$ cat src/verilog/cspc_pkg.sv
// constants, register map and types for the capture sync and power control block
//
// Behaviour
// RQ1: exactly three power states exist: full power, seek and powered down.
// RQ2: power state uses activity detectors, interface status, override and power-down bit. The code has no interface status input.
// RQ3: power-down bit outranks automatic selection; 0 forces power-down regardless of sync.
// RQ4: power-down control is bit 1 of register 0Fh; 1 operates, 0 powers down.
// RQ5: sync detected is the OR of status bits 7, 4 and 1 of register 14h.
// RQ6: bit 1 with sync gives full power; bit 1 without sync gives seek.
// RQ7: in seek and power-down only serial bus, detectors, sync slicer, bandgap stay on.
// RQ8: output data clock rises between output data transitions.
// RQ9: output pipeline presents four data sets before valid data; downstream discards them.
// RQ10: incoming horizontal sync is the reference for the pixel clock generator.
// RQ11: sampling phase adjusts over 360 degrees in 32 steps from the phase field.
// RQ12: incoming sync polarity is determined so the output polarity is known.
// RQ13: processed sync active level is set by bit 5 of register 0Eh.
// RQ14: processed sync is aligned with the output data clock and data.
// RQ15: processed sync active width in pixel clocks comes from register 07h.
// RQ16: while hold is active, sync is not fed to the PLL; clock free-runs.
// RQ17: with continuous dedicated sync the far side holds the hold input inactive.
// RQ18: the far side asserts hold over missing or disturbed sync during vertical sync.
// RQ19: polarity bits for incoming sync and hold treat 1 as active high.
// RQ20: each phase step is 11.25 degrees; processed sync carries the same shift.
// RQ21: power state is re-evaluated continuously without needing a reset.
package cspc_pkg;

   // register indices; byte address is four times the index
   localparam int            IDX_W          = 6;
   localparam int            ADDR_LSB       = 2;
   localparam logic [5:0]    IDX_PHASE      = 6'h04;
   localparam logic [5:0]    IDX_HS_WIDTH   = 6'h07;
   localparam logic [5:0]    IDX_SYNC_CTRL  = 6'h0e;
   localparam logic [5:0]    IDX_PWR_CTRL   = 6'h0f;
   localparam logic [5:0]    IDX_STATUS     = 6'h14;

   // reset values
   localparam logic [7:0]    RST_PHASE      = 8'h40;
   localparam logic [7:0]    RST_HS_WIDTH   = 8'h20;
   localparam logic [7:0]    RST_SYNC_CTRL  = 8'h20;
   localparam logic [7:0]    RST_PWR_CTRL   = 8'h02;

   // phase register field
   localparam int            PHASE_LSB      = 3;
   localparam int            PHASE_W        = 5;
   // sync control fields
   localparam int            COASTPOL_BIT   = 3;
   localparam int            OUTPOL_BIT     = 5;
   localparam int            HSPOL_MAN_BIT  = 6;
   localparam int            HSPOL_BIT      = 7;
   // power control fields
   localparam int            PWRUP_BIT      = 1;
   localparam int            OVR_BIT        = 2;
   // status fields
   localparam int            ST_FLUSH_BIT   = 0;
   localparam int            ST_GREEN_BIT   = 1;
   localparam int            ST_COAST_BIT   = 2;
   localparam int            ST_POL_BIT     = 3;
   localparam int            ST_VS_BIT      = 4;
   localparam int            ST_STATE_LSB   = 5;
   localparam int            ST_HS_BIT      = 7;

   // data path
   localparam int            DATA_W         = 24;
   localparam int            REG_W          = 8;
   localparam int            PIPE_DEPTH     = 4;
   localparam int            FLUSH_W        = 3;
   localparam int            POLCNT_W       = 12;

   typedef enum logic [1:0] {
      CSPC_PWR_DOWN = 2'b00,
      CSPC_PWR_SEEK = 2'b01,
      CSPC_PWR_FULL = 2'b11
   } cspc_pwr_t;

   function automatic logic [5:0] reg_index(input logic [7:0] addr);
      reg_index = addr[7:ADDR_LSB];
   endfunction : reg_index

   function automatic logic reg_hit(input logic [5:0] idx);
      reg_hit = (idx == IDX_PHASE) || (idx == IDX_HS_WIDTH) || (idx == IDX_SYNC_CTRL)
                || (idx == IDX_PWR_CTRL) || (idx == IDX_STATUS);
   endfunction : reg_hit

endpackage : cspc_pkg

$ cat src/verilog/cspc_power_sel.sv
// power state selection from power-down bit, override and sync activity
`timescale 1ns/1ns
module cspc_power_sel (
   // clock and reset
   input  wire logic                pclk,
   input  wire logic                presetn,
   // decision inputs
   input  wire logic                pwr_up,
   input  wire logic                ovr,
   input  wire logic [2:0]          act_det,
   // chosen state
   output cspc_pkg::cspc_pwr_t      state
);

   cspc_pkg::cspc_pwr_t next_state;

   always_comb begin
      if (!pwr_up) begin
         next_state = cspc_pkg::CSPC_PWR_DOWN;                  // [RQ3] [RQ4]
      end else if ((|act_det) || ovr) begin                      // [RQ5] [RQ2]
         next_state = cspc_pkg::CSPC_PWR_FULL;                  // [RQ6]
      end else begin
         next_state = cspc_pkg::CSPC_PWR_SEEK;                  // [RQ6]
      end
   end

   // follows inputs every cycle, no reset needed to change state
   always_ff @(posedge pclk or negedge presetn) begin
      if (!presetn) begin
         state <= cspc_pkg::CSPC_PWR_DOWN;
      end else begin
         case (next_state)                                       // [RQ21] [RQ1]
            cspc_pkg::CSPC_PWR_FULL: state <= cspc_pkg::CSPC_PWR_FULL;
            cspc_pkg::CSPC_PWR_SEEK: state <= cspc_pkg::CSPC_PWR_SEEK;
            default:                 state <= cspc_pkg::CSPC_PWR_DOWN;
         endcase
      end
   end

endmodule : cspc_power_sel

$ cat src/verilog/cspc_top.sv
// capture sync and power control: apb registers, sync processing, pixel output pipeline
//
// The APB slave port and the register addresses were left to the implementer.
`timescale 1ns/1ns
module cspc_top (
   // clock and reset
   input  wire logic                          pclk,
   input  wire logic                          presetn,
   // apb slave
   input  wire logic [7:0]                    paddr,
   input  wire logic                          psel,
   input  wire logic                          penable,
   input  wire logic                          pwrite,
   input  wire logic [31:0]                   pwdata,
   output logic      [31:0]                   prdata,
   output logic                               pready,
   output logic                               pslverr,
   // pixel clock and video inputs, all asynchronous
   input  wire logic                          pix_clk,
   input  wire logic                          hsync_in,
   input  wire logic                          coast_in,
   input  wire logic [cspc_pkg::DATA_W-1:0]   adc_data,
   // sync activity detectors
   input  wire logic                          hsync_act_det,
   input  wire logic                          vsync_act_det,
   input  wire logic                          green_embedded_sync_det,
   // pixel output stream
   output logic                               output_data_clock,
   output logic      [cspc_pkg::DATA_W-1:0]   pixel_data_out,
   output logic                               processed_sync_out,
   // pll and power controls
   output logic                               pll_ref_out,
   output logic      [cspc_pkg::PHASE_W-1:0]  phase_adjust,
   output logic                               core_pwr_en,
   output logic                               keep_alive_en,
   output logic      [1:0]                    power_state
);

   // registers
   logic [cspc_pkg::REG_W-1:0]    phase_reg;
   logic [cspc_pkg::REG_W-1:0]    hs_width;
   logic [cspc_pkg::REG_W-1:0]    sync_ctrl;
   logic [cspc_pkg::REG_W-1:0]    pwr_ctrl;
   logic [cspc_pkg::REG_W-1:0]    status;
   logic [5:0]                    idx;
   logic                          wr_en;

   // synchronisers
   logic [2:0]                    pix_sync;
   logic [1:0]                    hs_sync;
   logic [1:0]                    co_sync;
   logic [2:0]                    act_s1;
   logic [2:0]                    act_s2;
   logic [cspc_pkg::DATA_W-1:0]   adc_s1;
   logic [cspc_pkg::DATA_W-1:0]   adc_s2;

   // sync processing
   logic                          pix_rise;
   logic                          pix_fall;
   logic                          full;
   logic                          hs_d;
   logic [cspc_pkg::POLCNT_W-1:0] hi_cnt;
   logic [cspc_pkg::POLCNT_W-1:0] lo_cnt;
   logic                          auto_pol;
   logic                          hs_pol;
   logic                          hs_act;
   logic                          hs_px;
   logic                          coast_act;
   logic [cspc_pkg::REG_W-1:0]    width_cnt;
   logic [cspc_pkg::FLUSH_W-1:0]  flush_cnt;
   logic                          flushed;
   logic                          sync_bit;

   // pipeline storage
   logic [cspc_pkg::DATA_W-1:0]   pipe_data [cspc_pkg::PIPE_DEPTH];
   logic [cspc_pkg::PIPE_DEPTH-1:0] pipe_sync;

   cspc_pkg::cspc_pwr_t           pstate;

   // ---------------- apb slave ----------------
   // zero wait state: read data is captured in setup, pready answers in the access cycle
   assign idx   = cspc_pkg::reg_index(paddr);
   assign wr_en = psel && penable && pready && pwrite && cspc_pkg::reg_hit(idx);

   always_ff @(posedge pclk or negedge presetn) begin
      if (!presetn) begin
         pready  <= 1'b0;
         pslverr <= 1'b0;
      end else begin
         pready  <= psel && !penable;
         pslverr <= psel && !penable && !cspc_pkg::reg_hit(idx);
      end
   end

   always_ff @(posedge pclk or negedge presetn) begin
      if (!presetn) begin
         prdata <= 32'h0000_0000;
      end else if (psel && !penable) begin
         case (idx)
            cspc_pkg::IDX_PHASE:     prdata <= {24'h00_0000, phase_reg};
            cspc_pkg::IDX_HS_WIDTH:  prdata <= {24'h00_0000, hs_width};
            cspc_pkg::IDX_SYNC_CTRL: prdata <= {24'h00_0000, sync_ctrl};
            cspc_pkg::IDX_PWR_CTRL:  prdata <= {24'h00_0000, pwr_ctrl};
            cspc_pkg::IDX_STATUS:    prdata <= {24'h00_0000, status};
            default:                 prdata <= 32'h0000_0000;
         endcase
      end
   end

   // status is read only: a write to it is dropped without an error
   always_ff @(posedge pclk or negedge presetn) begin
      if (!presetn) begin
         phase_reg <= cspc_pkg::RST_PHASE;
         hs_width  <= cspc_pkg::RST_HS_WIDTH;
         sync_ctrl <= cspc_pkg::RST_SYNC_CTRL;
         pwr_ctrl  <= cspc_pkg::RST_PWR_CTRL;
      end else if (wr_en) begin
         case (idx)
            cspc_pkg::IDX_PHASE:     phase_reg <= pwdata[cspc_pkg::REG_W-1:0];
            cspc_pkg::IDX_HS_WIDTH:  hs_width  <= pwdata[cspc_pkg::REG_W-1:0];  // [RQ15]
            cspc_pkg::IDX_SYNC_CTRL: sync_ctrl <= pwdata[cspc_pkg::REG_W-1:0];
            cspc_pkg::IDX_PWR_CTRL:  pwr_ctrl  <= pwdata[cspc_pkg::REG_W-1:0];  // [RQ4]
            default: ;
         endcase
      end
   end

   // status view; the three activity bits together form sync detect
   always_comb begin
      status = '0;
      status[cspc_pkg::ST_HS_BIT]    = act_s2[2];                             // [RQ5]
      status[cspc_pkg::ST_VS_BIT]    = act_s2[1];                             // [RQ5]
      status[cspc_pkg::ST_GREEN_BIT] = act_s2[0];                             // [RQ5]
      status[cspc_pkg::ST_STATE_LSB +: 2] = pstate;
      status[cspc_pkg::ST_POL_BIT]   = auto_pol;
      status[cspc_pkg::ST_COAST_BIT] = coast_act;
      status[cspc_pkg::ST_FLUSH_BIT] = flushed;
   end

   // ---------------- input synchronisers ----------------
   always_ff @(posedge pclk or negedge presetn) begin
      if (!presetn) begin
         pix_sync <= 3'b000;
         hs_sync  <= 2'b00;
         co_sync  <= 2'b00;
         act_s1   <= 3'b000;
         act_s2   <= 3'b000;
         adc_s1   <= '0;
         adc_s2   <= '0;
      end else begin
         pix_sync <= {pix_sync[1:0], pix_clk};
         hs_sync  <= {hs_sync[0], hsync_in};
         co_sync  <= {co_sync[0], coast_in};
         act_s1   <= {hsync_act_det, vsync_act_det, green_embedded_sync_det};
         act_s2   <= act_s1;
         adc_s1   <= adc_data;
         adc_s2   <= adc_s1;
      end
   end

   // edges of the sampled pixel clock; link clock must stay below a quarter of pclk
   assign pix_rise = pix_sync[1] && !pix_sync[2];
   assign pix_fall = !pix_sync[1] && pix_sync[2];

   // ---------------- power state ----------------
   cspc_power_sel u_power_sel (
      .pclk    (pclk),
      .presetn (presetn),
      .pwr_up  (pwr_ctrl[cspc_pkg::PWRUP_BIT]),
      .ovr     (pwr_ctrl[cspc_pkg::OVR_BIT]),
      .act_det (act_s2),
      .state   (pstate)
   );

   assign full = (pstate == cspc_pkg::CSPC_PWR_FULL);

   // always-on islands keep supply in every state; only the core follows the state
   always_ff @(posedge pclk or negedge presetn) begin
      if (!presetn) begin
         core_pwr_en   <= 1'b0;
         keep_alive_en <= 1'b0;
         power_state   <= 2'b00;
      end else begin
         core_pwr_en   <= full;                                                // [RQ7] [RQ6]
         keep_alive_en <= 1'b1;                                                // [RQ7]
         power_state   <= pstate;                                              // [RQ1]
      end
   end

   // ---------------- incoming sync polarity ----------------
   // the active phase of a sync line is the shorter one
   // both counts saturate, so phases longer than the counter compare as equal
   always_ff @(posedge pclk or negedge presetn) begin
      if (!presetn) begin
         hs_d     <= 1'b0;
         hi_cnt   <= '0;
         lo_cnt   <= '0;
         auto_pol <= 1'b0;
      end else begin
         hs_d <= hs_sync[1];
         if (hs_sync[1] && !hs_d) begin
            auto_pol <= (hi_cnt < lo_cnt);                                     // [RQ12]
            hi_cnt   <= '0;
            lo_cnt   <= '0;
         end else if (pix_rise) begin
            if (hs_sync[1] && !(&hi_cnt)) begin
               hi_cnt <= hi_cnt + 1'b1;
            end
            if (!hs_sync[1] && !(&lo_cnt)) begin
               lo_cnt <= lo_cnt + 1'b1;
            end
         end
      end
   end

   // manual polarity bits use 1 as active high
   assign hs_pol    = sync_ctrl[cspc_pkg::HSPOL_MAN_BIT] ? sync_ctrl[cspc_pkg::HSPOL_BIT] : auto_pol; // [RQ19]
   assign hs_act    = (hs_sync[1] == hs_pol);                                  // [RQ12]
   assign coast_act = (co_sync[1] == sync_ctrl[cspc_pkg::COASTPOL_BIT]);       // [RQ19]

   // ---------------- pll reference and phase ----------------
   // hold gates the reference off; the pll then free-runs at its last frequency
   always_ff @(posedge pclk or negedge presetn) begin
      if (!presetn) begin
         pll_ref_out  <= 1'b0;
         phase_adjust <= '0;
      end else begin
         pll_ref_out  <= full && hs_act && !coast_act;                         // [RQ10] [RQ16]
         phase_adjust <= phase_reg[cspc_pkg::PHASE_LSB +: cspc_pkg::PHASE_W];  // [RQ11] [RQ20]
      end
   end

   // ---------------- processed sync width ----------------
   always_ff @(posedge pclk or negedge presetn) begin
      if (!presetn) begin
         hs_px     <= 1'b0;
         width_cnt <= '0;
      end else if (!full) begin
         hs_px     <= 1'b0;
         width_cnt <= '0;
      end else if (pix_rise) begin
         hs_px <= hs_act;
         if (hs_act && !hs_px) begin
            width_cnt <= hs_width;                                             // [RQ15]
         end else if (width_cnt != '0) begin
            width_cnt <= width_cnt - 1'b1;                                     // [RQ15]
         end
      end
   end

   // ---------------- output pipeline ----------------
   // sync bit of the current pixel, so the pulse starts with the pixel that saw the leading edge
   assign sync_bit = (hs_act && !hs_px) ? (hs_width != '0) : (|width_cnt[cspc_pkg::REG_W-1:1]); // [RQ14] [RQ15]

   // sync travels in the same stages as data, so both share the sampling phase
   always_ff @(posedge pclk or negedge presetn) begin
      if (!presetn) begin
         pipe_sync <= '0;
         for (int i = 0; i < cspc_pkg::PIPE_DEPTH; i++) begin
            pipe_data[i] <= '0;
         end
      end else if (full && pix_rise) begin
         pipe_data[0] <= adc_s2;                                               // [RQ9]
         pipe_sync    <= {pipe_sync[cspc_pkg::PIPE_DEPTH-2:0], sync_bit};       // [RQ14] [RQ20]
         for (int i = 1; i < cspc_pkg::PIPE_DEPTH; i++) begin
            pipe_data[i] <= pipe_data[i-1];                                    // [RQ9]
         end
      end
   end

   // counts presented sets after power-up; the first four are stale
   always_ff @(posedge pclk or negedge presetn) begin
      if (!presetn) begin
         flush_cnt <= '0;
      end else if (!full) begin
         flush_cnt <= '0;
      end else if (pix_rise && !flushed) begin
         flush_cnt <= flush_cnt + 1'b1;                                        // [RQ9]
      end
   end

   assign flushed = (flush_cnt >= cspc_pkg::FLUSH_W'(cspc_pkg::PIPE_DEPTH));

   // data and sync change on the pixel rise; the clock rises half a pixel later
   always_ff @(posedge pclk or negedge presetn) begin
      if (!presetn) begin
         output_data_clock  <= 1'b0;
         pixel_data_out     <= '0;
         processed_sync_out <= 1'b0;
      end else if (!full) begin
         output_data_clock  <= 1'b0;
         processed_sync_out <= !sync_ctrl[cspc_pkg::OUTPOL_BIT];               // [RQ13]
      end else if (pix_rise) begin
         output_data_clock  <= 1'b0;                                           // [RQ8]
         pixel_data_out     <= pipe_data[cspc_pkg::PIPE_DEPTH-1];              // [RQ9]
         processed_sync_out <= (pipe_sync[cspc_pkg::PIPE_DEPTH-1] ==
                                sync_ctrl[cspc_pkg::OUTPOL_BIT]);              // [RQ13] [RQ14]
      end else if (pix_fall) begin
         output_data_clock  <= 1'b1;                                           // [RQ8]
      end
   end

endmodule : cspc_top

$ cat config.mk
export PLATFORM = sky130hd
export DESIGN_NAME = cspc_top
export DESIGN_NICKNAME = d
export VERILOG_FILES = /design/src/verilog/cspc_pkg.sv /design/src/verilog/cspc_power_sel.sv /design/src/verilog/cspc_top.sv
export SDC_FILE = /design/constraint.sdc
export NUM_CORES = 1
export LEC_CHECK = 0
export ABC_AREA = 0
export BUFFER_PORTS_ARGS = -buffer_cell sky130_fd_sc_hd__clkbuf_2
export CORE_ASPECT_RATIO = 1.25
export CORE_MARGIN = 1.5
export CORE_UTILIZATION = 45
export DETAILED_ROUTE_END_ITERATION = 8
export GPL_TIMING_DRIVEN = 0
export PLACE_DENSITY = 0.66
export SLEW_MARGIN = 30
export SYNTH_ARGS = -nofsm -noshare
export SYNTH_HDL_FRONTEND = slang
export SYNTH_SLANG_ARGS = --single-unit
$ cat constraint.sdc
create_clock -name pclk -period 2.13 [get_ports pclk]
set_clock_uncertainty 0.05 [all_clocks]
set_input_delay 0.5325 -clock pclk [delete_from_list [all_inputs] [get_ports pclk]]
set_output_delay 0.5325 -clock pclk [all_outputs]
set_load 0.005 [all_outputs]
==> results by group <==
Layout
  – Register Area: 6990 sq um
  – Fraction of layout cells with a size suffix above 1: approximately a fifth
  – Max reg flops: 96
  – Multi-input gate area in the final layout: ~3800 sq um
  – Filler cell count in the final layout: 2194
  – Synth-to-layout area growth: 19.1%
  – Total Nets Final: 1283
  – Design Area, Final: 13200 sq um
  – Reg with most FFs: pipe_data
  – Non-filler cells in the finished layout: approximately 1500

Yosys
  – Sequential cell area fraction in the yosys report: 63.2%
  – Count of different cell masters after synthesis: 62
  – Number of synthesized register bits: about 280
  – Synthesized netlist cell count: 1038
  – Number of enable flip-flop cells after synthesis: 0
  – Cell taking the most area after synthesis: dfrtp_1
  – Cell with the most instances after synthesis: nand2_1
  – Summed instance area of the synthesized netlist: between 10000 and 15000 sq um
  – Top area cells in the synthesized netlist: dfrtp_1 (62%), nand2_1 (14%), mux2_2 (4.3%)
  – Synthesis warning total: 0
  – Area share of the leading cell type in the synthesized netlist: 62.3%
  – Synthesized area per cell: 10.6 sq um
  – Post-synth top cells: nand2_1 (399), dfrtp_1 (275), mux2_2 (42)
  – Predominant post-synthesis flop cell: dfrtp_1
  – Share of synthesized registers carrying an async set or reset: 100%

GRT
  – Via count of the first global-routing pass: 7519
  – Maximum number of pins on one net before global-route repair: 83
  – Aggregate global-route resource usage: 17.8%
  – Antenna violations before repair: 1
  – Global-route wire length before repair: between 30000 and 40000 um
  – Gr ovfl total: 0

Worst setup path
  – Data arrival time of the critical path: 2.38 ns
  – Total stage count of the critical path: 7
  – Worst reg-to-reg setup slack: 0.16 ns
  – Category of the worst setup path capture point: flip-flop
  – Category of cells accounting for the largest share of critical-path delay: compound AO/OA/AOI/OAI gates
  – Count of buffer and inverter cells on the critical path: 1
  – R2r worst-path depth: 7
  – Worst Setup Path Type: reg2reg
  – Slowest cell on crit path: dfrtp_1
  – Cell-by-cell trace of the critical path: inv_1 -> ha_1 -> a21o_1 -> a2111oi_2 -> o21ai_0 -> a31oi_1 -> a221o_1
  – Largest stage delay on the critical path: 0.43 ns
  – CP required: 2.54 ns
  – Worst Path Max Fanout: 6
  – CP startpoint kind: flip-flop

Power and ir drop
  – Leakage: between 6 and 7 nW
  – Overall power after layout: between 10 and 15 mW
  – Worst IR Drop VDD: a little over 0.7 mV
  – Power per unit of standard cell area: 861 nW/um^2

Place
  – Final HPWL DP: between 10000 and 15000 um
  – Number of cells in the design after placement: ~1500
  – Final GP Congestion: about 0.81
  – Number of buffer cells added on primary ports: 94
  – Instance area at placement: 12100 sq um
  – Pre-CTS setup slack: -0.410 ns

Drt
  – Vias per std cell: 4.84
  – Routed wire length: 21500 um
  – First DRT Iteration DRCs: 421
  – Via total after detailed routing: between 7000 and 8000
  – Drt pass-1 iters: 5
  – Drc violations: 0
  – Final routed wire length divided by cell count: 14.0 um
  – Post-DRT Antenna Nets: 0

Clocking
  – Clock latency on the worst-skew pair: between 0.5 and 0.6 ns
  – Clock input transition at the sequential cells of the worst setup and hold paths: around 0.07 ns
  – Clock Root Buffer: clkbuf_16
  – Number of levels the H-tree was split into: 1
  – Sinks on the clock net: 279
  – Cts bufs inserted: 28
  – TritonCTS clock tree: built
  – Clk buf depth: 3

Timing
  – Count of final hold-check violations: 0
  – Max-slew headroom at the worst pin: 48.7%
  – Smallest setup slack after layout: 0.159 ns
  – Slew of the pin with the lowest slew margin: 0.763 ns
  – Slew Viols, Final: 0
  – Final Setup Violations: 0
  – Setup repair after global routing missed its margin: no
  – Maximum clock frequency: 507 MHz
  – Final worst path period need: approximately 2 ns
  – Portion of the clock cycle consumed by the worst path in the final layout: 92.5%

Floorplanning
  – Std-Cell Core Area: 24000 sq um
  – Starting Density: roughly 46%
  – Overall die area: 25500 sq um
  – Row count: 63
  – Io pins: 145
  – Horiz. Die Dim: 143 um
  – Die Y-Extent: 178 um

Flow run
  – Max-capacitance violation count: 0

Outcome
  – Status: finished clean

Hold path
  – Type of the most critical hold path: in2reg
  – Number of instances on the worst hold path: 1
## final timing paths
check / from / end
max: lo_cnt[10] / auto_pol
min: adc_data[23] / adc_s1[23]
max reg2reg: lo_cnt[10] / auto_pol
min in group asynchronous: presetn / adc_s2[23]
max in group asynchronous: presetn / hi_cnt[5]
min reg2reg: adc_s1[1] / adc_s2[1]
## cell type report
| cell class | count | area share [%] |
|---|---|---|
| Antenna cell | 1 | 0.0190 |
| Buffer | 64 | 2.76 |
| Clock buffer | 41 | 6.23 |
| Clock inverter | 11 | 1.40 |
| Inverter | 20 | 0.580 |
| Multi-Input combinational cell | 698 | 28.5 |
| Sequential cell | 279 | 53.0 |
| Tap cell | 325 | 3.09 |
| Timing Repair Buffer | 99 | 4.40 |
## per-stage QoR
stage	setup TNS, ns	utilization, %	hold slack [ns]
after global placement	-1485.12	50.2	0.282
after detailed placement	-37.09	50.5	0.285
final	0	55.0	0.0496
after global routing	0	55.0	0.0283
after CTS	0	54.8	0.0314
after floorplan	0	-	0.187
## routing by layer
metal	routed length, um	global-route usage [%]	part of all wire (%)	vias to the layer above
li1	-	-	-	3678
met1	8810	21.3	41	3596
met2	11300	32.7	53	139
met3	858	2.66	4.0	35
met4	512	5.20	2.4	0
met5	0	0	0	-
## cells by family after synthesis
| family | synth area share (%) |
|---|---|
| simple gates | 19.9 |
| buf+inv | 3.94 |
| compound gates | 4.99 |
| other cells | 0.0679 |
| xor+xnor | 1.27 |
| mux | 4.60 |
| flops | 63.2 |
| fa+ha+maj | 2.04 |
## power by group
| group | internal (mW) | switching, mW |
|---|---|---|
| Clock | 3.27 | 1.98 |
| Combinational | 0.239 | 0.343 |
| Sequential | 5.42 | 0.0839 |
## layout by cell type, fill, tap and decap left out, types with 7 or more instances in the layout
master and n:
dfrtp_1 275, nor2_1 39, buf_2 17, clkbuf_16 29
o21ai_0 23, buf_4 26, clkbuf_1 23, a31oi_1 10
ha_1 17, clkbuf_2 93, nand3_1 13, nand2_1 398
xnor2_1 14, a21oi_1 7, a222oi_1 8, mux2_2 42
inv_1 19, nand4_1 11, conb_1 25, nor3_1 8
## repair_timing
action,CTS,global route
pin swaps,0,1
gates resized for setup,5,5
buffers inserted,0,1
hold endpoints to repair,60,0
endpoints found under the setup margin,126,107
cloned,0,0
hold buffers,1,0
No activity file was read; power rests on OpenSTA's default activity.
